### src/hw/lamp_pkg.sv
package lamp_pkg;

  // Clock and time bases
  localparam int unsigned CLK_HZ          = 25_000_000;
  localparam int unsigned SECOND_MS       = 1000;
  localparam int unsigned BLINK_PERIOD_MS = 1000;
  localparam int unsigned PAIR_WINDOW_MS  = 2000;
  localparam int unsigned SEC_CYCLES      = CLK_HZ / 1000 * SECOND_MS;
  localparam int unsigned BLINK_HALF_CYC  = CLK_HZ / 1000 * BLINK_PERIOD_MS / 2;
  localparam int unsigned PAIR_CYCLES     = CLK_HZ / 1000 * PAIR_WINDOW_MS;
  localparam logic [2:0]  BOOT_SETTLE     = 3'h3;

  // Maximum muting durations in seconds
  localparam logic [16:0] MUTE_1MIN_S  = 17'h0003C;
  localparam logic [16:0] MUTE_90MIN_S = 17'h01518;
  localparam logic [16:0] MUTE_24H_S   = 17'h15180;

  // Register byte offsets
  localparam logic [3:0] CTRL_OFS    = 4'h0;
  localparam logic [3:0] STATUS_OFS  = 4'h4;
  localparam logic [3:0] ELAPSED_OFS = 4'h8;
  localparam logic [3:0] LAMPS_OFS   = 4'hC;

  // Field positions
  localparam int unsigned CTRL_VARIANT_BIT = 0;
  localparam int unsigned ST_MUTING_BIT    = 0;
  localparam int unsigned ST_ENABLE_BIT    = 1;
  localparam int unsigned ST_SELFAULT_BIT  = 2;
  localparam int unsigned ST_CFGDONE_BIT   = 3;
  localparam int unsigned ST_DUR_LSB       = 4;
  localparam logic        CTRL_VARIANT_RST = 1'b0;

  // Synchroniser lanes for pin inputs
  localparam int unsigned SYN_SEL_A = 0;
  localparam int unsigned SYN_SEL_B = 1;
  localparam int unsigned SYN_FAULT = 2;
  localparam int unsigned SYN_SNS_A = 3;
  localparam int unsigned SYN_SNS_B = 4;
  localparam int unsigned SYN_EN    = 5;
  localparam int unsigned SYN_BTN   = 6;
  localparam int unsigned SYN_W     = 7;

  typedef enum logic [1:0] {dur_1min, dur_90min, dur_24h} dur_t;
  typedef enum logic [1:0] {m_idle, m_pair, m_active, m_clear} mute_st_t;

  typedef struct packed {
    logic pwr_test_lamp;
    logic tx_fault_lamp;
    logic rx_fault_lamp;
    logic outputs_off_lamp;
    logic outputs_on_lamp;
    logic await_restart_lamp;
    logic align_bar_lamp_a;
    logic align_bar_lamp_b;
    logic align_bar_lamp_c;
    logic override_lamp;
    logic mute_enable_lamp;
    logic sensor_a_lamp;
    logic sensor_b_lamp;
    logic muting_active_lamp;
  } lamps_t;

endpackage

### src/hw/muting_lamps.sv
// Chosen here: the register addresses and the Avalon-MM slave port.
module muting_lamps #(
  parameter int unsigned SEC_CYC   = lamp_pkg::SEC_CYCLES,     // Cycles per second
  parameter int unsigned BLINK_HALF = lamp_pkg::BLINK_HALF_CYC, // Cycles per blink half
  parameter int unsigned PAIR_CYC  = lamp_pkg::PAIR_CYCLES     // Sensor pairing window
) (
  input  wire logic            clock,            // System clock
  input  wire logic            rst,              // Synchronous reset, power-up
  input  wire logic [3:0]      address,          // Avalon byte address
  input  wire logic            read,             // Avalon read
  input  wire logic            write,            // Avalon write
  input  wire logic [3:0]      byteenable,       // Avalon byte lanes
  input  wire logic [31:0]     writedata,        // Avalon write data
  output logic [31:0]          readdata,         // Avalon read data
  output logic                 waitrequest,      // Avalon wait
  input  wire logic            time_sel_a,       // Pin, muting-time select one
  input  wire logic            time_sel_b,       // Pin, muting-time select two
  input  wire logic            time_sel_fault,   // Pin, selection wiring monitor
  input  wire logic            sensor_a,         // Pin, muting sensor one
  input  wire logic            sensor_b,         // Pin, muting sensor two
  input  wire logic            mute_enable_in,   // Pin, muting enable
  input  wire logic            restart_button,   // Pin, restart push button
  input  wire logic            safety_output_a,  // Safety output one state
  input  wire logic            safety_output_b,  // Safety output two state
  input  wire logic            tx_test_active,   // Transmitter test running
  input  wire logic            internal_fault,   // Curtain stopped on failure
  input  wire logic            manual_restart,   // Manual restart selected
  input  wire logic [7:0]      beams_aligned,    // Count of aligned beams
  input  wire logic [7:0]      beams_total,      // Count of beams
  input  wire logic            first_beam_cut,   // First beam interrupted
  input  wire logic            override_active,  // Guard override running
  input  wire logic            override_error,   // Guard override activation error
  output lamp_pkg::lamps_t     lamps,            // All indicator lamps
  output logic                 muting_active,    // Muting in progress
  output lamp_pkg::dur_t       max_duration      // Configured muting limit
);

  typedef struct packed {
    logic [lamp_pkg::SYN_W-1:0] sync1;
    logic [lamp_pkg::SYN_W-1:0] sync2;
    logic [2:0]                 boot_cnt;
    logic                       cfg_done;
    logic [1:0]                 sel_raw;
    logic                       sel_fault_seen;
    lamp_pkg::dur_t             dur;
    lamp_pkg::mute_st_t         mst;
    logic [31:0]                pair_cnt;
    logic [31:0]                sec_cnt;
    logic [16:0]                elapsed;
    logic [31:0]                blink_cnt;
    logic                       blink;
    logic                       outputs_on_d;
    logic                       bar_blank;
    logic                       btn_pressed;
    logic                       restarted;
    logic                       variant;
    logic                       ack;
    logic [31:0]                rdata;
    lamp_pkg::lamps_t           lamps;
  } state_t;

  state_t st_ff;
  state_t nxt_st;

  ////////////////////////////////////////////////////////////////////////////////
  // Helpers

  // Duration limit in seconds
  function automatic logic [16:0] limit_s(input lamp_pkg::dur_t d);
    case (d)
      lamp_pkg::dur_90min: limit_s = lamp_pkg::MUTE_90MIN_S;
      lamp_pkg::dur_24h:   limit_s = lamp_pkg::MUTE_24H_S;
      default:             limit_s = lamp_pkg::MUTE_1MIN_S;
    endcase
  endfunction

  function automatic lamp_pkg::dur_t decode_sel(input logic [1:0] s);
    case (s)
      2'h1:    decode_sel = lamp_pkg::dur_24h;
      2'h2:    decode_sel = lamp_pkg::dur_90min;
      default: decode_sel = lamp_pkg::dur_1min;
    endcase
  endfunction

  logic        outs_on;
  logic        outs_off;
  logic        sns_a;
  logic        sns_b;
  logic        mute_en;
  logic        btn;
  logic        all_aligned;
  logic [9:0]  aligned_x3;
  logic [9:0]  total_x1;
  logic [9:0]  total_x2;

  // Synchronised pin levels, unsynchronised safety output states and beam fractions
  // high means active
  assign sns_a       = st_ff.sync2[lamp_pkg::SYN_SNS_A];
  assign sns_b       = st_ff.sync2[lamp_pkg::SYN_SNS_B];
  assign mute_en     = st_ff.sync2[lamp_pkg::SYN_EN];
  assign btn         = st_ff.sync2[lamp_pkg::SYN_BTN];
  assign outs_on     = safety_output_a & safety_output_b;
  assign outs_off    = ~safety_output_a & ~safety_output_b;
  assign aligned_x3  = 10'({2'h0, beams_aligned} * 10'h003);
  assign total_x1    = {2'h0, beams_total};
  assign total_x2    = {1'h0, beams_total, 1'h0};
  assign all_aligned = (beams_aligned == beams_total) && (beams_total != 8'h00);

  ////////////////////////////////////////////////////////////////////////////////
  // Next-state logic

  always_comb begin
    nxt_st = st_ff;
    nxt_st.sync1 = {restart_button, mute_enable_in, sensor_b, sensor_a,
                    time_sel_fault, time_sel_b, time_sel_a};
    nxt_st.sync2 = st_ff.sync1;

    // Power-up capture after synchronisers settle
    // capture once
    if (!st_ff.cfg_done) begin
      if (st_ff.boot_cnt == lamp_pkg::BOOT_SETTLE) begin
        nxt_st.cfg_done = 1'b1;
        nxt_st.sel_raw  = {st_ff.sync2[lamp_pkg::SYN_SEL_A], st_ff.sync2[lamp_pkg::SYN_SEL_B]};
        nxt_st.dur      = decode_sel({st_ff.sync2[lamp_pkg::SYN_SEL_A],
                                      st_ff.sync2[lamp_pkg::SYN_SEL_B]});
      end else begin
        nxt_st.boot_cnt = 3'(st_ff.boot_cnt + 3'h1);
      end
    end
    if (st_ff.cfg_done && st_ff.sync2[lamp_pkg::SYN_FAULT]) begin
      nxt_st.sel_fault_seen = 1'b1;
    end
    if (nxt_st.sel_fault_seen) begin
      nxt_st.dur = lamp_pkg::dur_1min;
    end

    // Blink generator, equal halves
    // one-second period
    if (st_ff.blink_cnt >= BLINK_HALF - 1) begin
      nxt_st.blink_cnt = 32'h0;
      nxt_st.blink     = ~st_ff.blink;
    end else begin
      nxt_st.blink_cnt = st_ff.blink_cnt + 32'h1;
    end

    // Muting sequencer
    // pairing, drop and limit
    case (st_ff.mst)
      lamp_pkg::m_idle: begin
        nxt_st.pair_cnt = 32'h0;
        nxt_st.sec_cnt  = 32'h0;
        nxt_st.elapsed  = 17'h0;
        if (st_ff.cfg_done && mute_en) begin
          if (sns_a && sns_b) begin
            nxt_st.mst = lamp_pkg::m_active;
          end else if (sns_a || sns_b) begin
            nxt_st.mst = lamp_pkg::m_pair;
          end
        end
      end
      lamp_pkg::m_pair: begin
        nxt_st.pair_cnt = st_ff.pair_cnt + 32'h1;
        if (!mute_en) begin
          nxt_st.mst = lamp_pkg::m_clear;
        end else if (sns_a && sns_b) begin
          nxt_st.mst = lamp_pkg::m_active;
        end else if (!sns_a && !sns_b) begin
          nxt_st.mst = lamp_pkg::m_idle;
        end else if (st_ff.pair_cnt >= PAIR_CYC - 1) begin
          nxt_st.mst = lamp_pkg::m_clear;
        end
      end
      lamp_pkg::m_active: begin
        if (st_ff.sec_cnt >= SEC_CYC - 1) begin
          nxt_st.sec_cnt = 32'h0;
          nxt_st.elapsed = 17'(st_ff.elapsed + 17'h1);
        end else begin
          nxt_st.sec_cnt = st_ff.sec_cnt + 32'h1;
        end
        if (!mute_en || !sns_a || !sns_b || nxt_st.elapsed >= limit_s(nxt_st.dur)) begin
          nxt_st.mst = lamp_pkg::m_clear;
        end
      end
      lamp_pkg::m_clear: begin
        if (!sns_a && !sns_b) begin
          nxt_st.mst = lamp_pkg::m_idle;
        end
      end
      default: nxt_st.mst = lamp_pkg::m_idle;
    endcase

    // Bargraph blanking on outputs switching on
    // blank on rising outputs
    nxt_st.outputs_on_d = outs_on;
    if (outs_on && !st_ff.outputs_on_d) begin
      nxt_st.bar_blank = 1'b1;
    end else if (!outs_on) begin
      nxt_st.bar_blank = 1'b0;
    end

    // Restart button press-then-release tracking
    // press then release
    if (!all_aligned || outs_on || !manual_restart) begin
      nxt_st.restarted   = 1'b0;
      nxt_st.btn_pressed = 1'b0;
    end else if (btn) begin
      nxt_st.btn_pressed = 1'b1;
    end else if (st_ff.btn_pressed) begin
      nxt_st.restarted   = 1'b1;
      nxt_st.btn_pressed = 1'b0;
    end

    // Lamp outputs
    // power and test
    nxt_st.lamps.pwr_test_lamp = tx_test_active ? st_ff.blink : 1'b1;
    nxt_st.lamps.tx_fault_lamp = internal_fault;
    nxt_st.lamps.rx_fault_lamp = internal_fault;
    nxt_st.lamps.outputs_off_lamp = outs_off;
    nxt_st.lamps.outputs_on_lamp = outs_on;
    nxt_st.lamps.await_restart_lamp = manual_restart && all_aligned && !outs_on
                                      && !nxt_st.restarted;
    if (nxt_st.bar_blank || beams_aligned == 8'h00 || first_beam_cut) begin
      nxt_st.lamps.align_bar_lamp_a = 1'b0;
      nxt_st.lamps.align_bar_lamp_b = 1'b0;
      nxt_st.lamps.align_bar_lamp_c = 1'b0;
    end else if (aligned_x3 < total_x1) begin
      nxt_st.lamps.align_bar_lamp_a = st_ff.blink;
      nxt_st.lamps.align_bar_lamp_b = 1'b0;
      nxt_st.lamps.align_bar_lamp_c = 1'b0;
    end else if (aligned_x3 < total_x2) begin
      nxt_st.lamps.align_bar_lamp_a = 1'b1;
      nxt_st.lamps.align_bar_lamp_b = st_ff.blink;
      nxt_st.lamps.align_bar_lamp_c = 1'b0;
    end else if (!all_aligned) begin
      nxt_st.lamps.align_bar_lamp_a = 1'b1;
      nxt_st.lamps.align_bar_lamp_b = 1'b1;
      nxt_st.lamps.align_bar_lamp_c = st_ff.blink;
    end else begin
      nxt_st.lamps.align_bar_lamp_a = 1'b1;
      nxt_st.lamps.align_bar_lamp_b = 1'b1;
      nxt_st.lamps.align_bar_lamp_c = 1'b1;
    end
    nxt_st.lamps.override_lamp = override_error ? st_ff.blink : override_active;
    nxt_st.lamps.mute_enable_lamp = mute_en;
    if (st_ff.variant) begin
      case (st_ff.dur)
        lamp_pkg::dur_24h:   {nxt_st.lamps.sensor_a_lamp, nxt_st.lamps.sensor_b_lamp} = 2'h1;
        lamp_pkg::dur_90min: {nxt_st.lamps.sensor_a_lamp, nxt_st.lamps.sensor_b_lamp} = 2'h2;
        default:             {nxt_st.lamps.sensor_a_lamp, nxt_st.lamps.sensor_b_lamp} = 2'h3;
      endcase
    end else begin
      nxt_st.lamps.sensor_a_lamp = sns_a;
      nxt_st.lamps.sensor_b_lamp = sns_b;
    end
    nxt_st.lamps.muting_active_lamp = (st_ff.mst == lamp_pkg::m_active);

    // Avalon slave, one wait cycle per access
    nxt_st.ack = (read || write) && !st_ff.ack;
    if ((read || write) && !st_ff.ack) begin
      case (address)
        lamp_pkg::CTRL_OFS:    nxt_st.rdata = {31'h0, st_ff.variant};
        lamp_pkg::STATUS_OFS:  nxt_st.rdata = {26'h0, st_ff.dur, st_ff.cfg_done,
                                              st_ff.sel_fault_seen, mute_en,
                                              st_ff.mst == lamp_pkg::m_active};
        lamp_pkg::ELAPSED_OFS: nxt_st.rdata = {15'h0, st_ff.elapsed};
        lamp_pkg::LAMPS_OFS:   nxt_st.rdata = {18'h0, st_ff.lamps};
        default:               nxt_st.rdata = 32'h0;
      endcase
    end
    if (write && st_ff.ack && address == lamp_pkg::CTRL_OFS && byteenable[0]) begin
      nxt_st.variant = writedata[lamp_pkg::CTRL_VARIANT_BIT];
    end

    // Power-up state
    if (rst) begin
      nxt_st                = '0;
      nxt_st.variant        = lamp_pkg::CTRL_VARIANT_RST;
      nxt_st.dur            = lamp_pkg::dur_1min;
      nxt_st.mst            = lamp_pkg::m_idle;
      nxt_st.lamps.pwr_test_lamp = 1'b1;
    end
  end

  ////////////////////////////////////////////////////////////////////////////////
  // State register and outputs

  always_ff @(posedge clock) begin
    st_ff <= nxt_st;
  end

  assign lamps         = st_ff.lamps;
  assign muting_active = (st_ff.mst == lamp_pkg::m_active);
  assign max_duration  = st_ff.dur;
  assign readdata      = st_ff.rdata;
  assign waitrequest   = (read || write) && !st_ff.ack;
endmodule // muting_lamps

### config.mk
export PLATFORM = sky130hd
export DESIGN_NAME = muting_lamps
export DESIGN_NICKNAME = d
export VERILOG_FILES = /design/src/hw/lamp_pkg.sv /design/src/hw/muting_lamps.sv
export SDC_FILE = /design/constraint.sdc
export NUM_CORES = 1
export LEC_CHECK = 0
export BUFFER_PORTS_ARGS = -buffer_cell sky130_fd_sc_hd__buf_2
export CAP_MARGIN = 5
export CORE_ASPECT_RATIO = 1.5
export CORE_UTILIZATION = 48
export DETAILED_ROUTE_END_ITERATION = 8
export GPL_TIMING_DRIVEN = 0
export HOLD_SLACK_MARGIN = 0.1
export PLACE_DENSITY = 0.71
export SYNTH_ARGS = -nofsm -noshare
export SYNTH_HDL_FRONTEND = slang
export SYNTH_SLANG_ARGS = --single-unit
### constraint.sdc
create_clock -name clock -period 3.6 [get_ports clock]
set_input_delay 0.72 -clock clock [delete_from_list [all_inputs] [get_ports clock]]
set_output_delay 0.72 -clock clock [all_outputs]
set_load 0.02 [all_outputs]
==> impl_metrics.yaml <==
placement:
  io_buffers: 73
  place_worst_setup_slack_ps: -654.2
  dpl-instance-area_sq_um: 9532
  gp_congestion: 0.8919
  hpwl_microns: 14650
route:
  drc: 0
  wl_per_cell_microns: 14.38
  num_vias: 7429
  first_pass_iters: 5
  wirelength_microns: 20060
  vias_per_cell: 5.325
  drt_iter0_markers: 268
  ant_nets: 0
sta:
  fmax_mhz: 272.7
  timing.final.crit_share: 1.019
  setup_viol: 1
  setup_slack_ps: -67.48
  rsz0062_at_grt: "true"
  final.min_clock_period_ps: 3667
  relSlewSlack: 0.3623
  tightest_slew_ps: 943.3
  tns_ps: -67.48
  finalHoldViolations: 0
  slew_viol_final: 0
  fin_skew_ps: 7.292
logic_synthesis:
  synthTopCellsByArea: "dfxtp_1 39%, ha_1 6.8%, nor2_1 5.6%"
  ys.flop_type: "dfxtp_1"
  ys_types: 64
  synthCells: 1039
  synth_warnings: 0
  synth_top_area_share: 0.3907
  ys_seq_area_frac: 0.3907
  synth_enable_flop_cells: 0
  syn_avg_cell_area_sq_um: 8.481
  syn-cell-area_sq_um: 8812
  ys_seq_elements: 172
  synthArstFlopShare: 0
  yosys.area.top_type: "dfxtp_1"
clock_network:
  cts_root_buf: "clkbuf_16"
  cts_tree: "done"
  h-tree-depth: 4
  clock-sinks: 172
  cts_buffers: 17
  clk_path_buf_depth: 2
  clk_pin_slew_ps: 60
  clk-insertion-delay-late_ps: 430
  cts.hold.buffers_added: 0
setup_path:
  cp_slowest_cell: "dfxtp_2"
  path_cells: "nand3b_1 -> buf_4 -> nor3_2 -> a211o_4 -> buf_6 -> and2_4 -> nand3_1 -> xnor2_2 -> ha_1 -> o21ai_0 -> nand2b_1 -> a211oi_2 -> a31oi_1 -> o311ai_1 -> a31oi_2 -> buf_4 -> a311oi_2"
  startpoint_type: "flop"
  cp_top_family: "compound AO/OA/AOI/OAI gates"
  endpoint_kind: "flop"
  crit_arrival_ps: 4010
  cp_max_fo: 10
  slowest_delay_ps: 340
  worstSetupPathType: "flop to flop"
  required_ps: 3940
  crit_buf_inv: 3
  cpMostUsedCell: "buf_4"
power_and_ir_drop:
  pwr_density_cell_nw_per_um2: 407.1
  leakagePower_uw: 0.004323
  irDropWorstVdd_mv: 0.3939
floorplanning:
  rows: 60
  initial_utilization: 0.4911
  die_h_microns: 167.9
  die_x_microns: 112.6
  dieArea_sq_um: 18920
  ios: 125
  coreArea_sq_um: 17940
hold_path:
  hp-class: "flop to flop"
layout:
  seq_area_sq_um: 3457
  fillers: 1590
  multi_input_area_sq_um: 4917
  post-route-util: 0.5759
  drive_gt1_frac: 0.1800
  antenna_cells: 0
  most-common-layout-cells: "165 x dfxtp_1, 130 x nor2_1, 80 x nand2_1, 73 x buf_2, 72 x o21ai_0"
  final_common_cell: "dfxtp_1"
  fin_nets: 1289
  area_delta_synth_final_pct: 17.27
  design_area_sq_um: 10330
global_routing:
  grt_use_total: 0.2185
  grt_overflow: 0
  grt_pass1_vias: 7115
  grt_pass1_wl_microns: 33010
  grt_max_degree: 17
  antenna_found_initial: 0
run:
  max-cap-violations: 0
run_status:
  outcome: "finished with violations"
  violations: "setup timing"
## cell type report
cell class	count	area share
Inverter	41	0.01489
Sequential cell	172	0.3345
Multi-Input combinational cell	762	0.4758
Clock buffer	18	0.04153
Timing Repair Buffer	85	0.04444
Clock inverter	14	0.01308
Buffer	86	0.04940
Tap cell	217	0.02627
## final timing paths
path | endpoint | startpoint | slack [ps] | cells past startpoint
worst min register to register | st_ff[178]$_SDFF_PP0_ | st_ff[185]$_SDFF_PP0_ | 440 | 1
worst min-delay path | st_ff[178]$_SDFF_PP0_ | st_ff[185]$_SDFF_PP0_ | 440 | 1
worst max register to register | st_ff[166]$_SDFFE_PP0P_ | st_ff[125]$_SDFFE_PP0P_ | -70 | 17
worst max-delay path | st_ff[166]$_SDFFE_PP0P_ | st_ff[125]$_SDFFE_PP0P_ | -70 | 17
## Yosys cell counts, types with 6 or more instances
library cell and n:
xor2_1 50, a22oi_1 13, o21ai_0 72, mux2_2 9, a21oi_1 30, o21a_1 6, a31oi_1 10, ha_1 48
nand2_1 80, inv_1 40, nor2_1 131, and3_1 23, a21o_1 9, a211oi_1 7, nor2b_1 26, nand4_1 19
and2_1 10, clkbuf_1 33, dfxtp_1 172, nor3_1 21, a22o_1 11, or3_1 6, nor4_1 8, nand3_1 44
nand2b_1 10, buf_4 48, xnor2_1 27
## layer usage
metal	global-route usage	part of all wire	vias to the layer above
met3	0.03744	0.033	43
met4	0.1171	0.036	0
met5	0	0	-
met2	0.3983	0.52	146
li1	-	-	3780
met1	0.2389	0.41	3460
## kinds of logic (layout without fill, tap and decap cells)
family          count (synthesis)  in the layout  share of synthesized area
fa+ha+maj                      49             49                    0.07043
other cells                     1             23                  0.0004255
buf+inv                       127            244                    0.07539
mux                            15             15                    0.01974
flops                         172            172                     0.3907
xor+xnor                       77             77                    0.07653
compound gates                192            192                     0.1380
simple gates                  406            406                     0.2287
## worst reg2reg max path, delay by kind of cell, from the launching register on
kind                       cells  cell delay, ps
DFF                            1             340
xor gates and xnor gates       1             190
AOI/OAI and AO/OA              7            1320
and+or+nand+nor                5             920
adders and majority gates      1             320
buffers and inverters          3             500
## flip-flops by register name (all words and copies together), names as in the netlist
signal	flops
max_duration	2
sns_b	1
readdata	17
st_ff	136
mute_en	1
lamps	13
sns_a	1
btn	1
## where the power goes
part	switching, uW	internal (uW)	leakage, uW
clock network	798	966	0.000275
logic	271	192	0.00265
registers	33.0	1950	0.00140
## stage by stage
step	total power (uW)	hold WS [ps]	std cells
after global placement	2466	417.6	1351
after CTS	4239	441.7	1388
final	4207	436.5	1395
after floorplan	2339	413.8	1061
after global routing	4385	460.3	1395
after detailed placement	2475	424.8	1351
## timing repair
action                                  4_1_cts  5_1_grt
pin swaps                                     8       11
endpoints found under the setup margin        2        2
resized for setup                            18       13
setup buffers                                 5        7
Power figures use the tool's default switching activity.
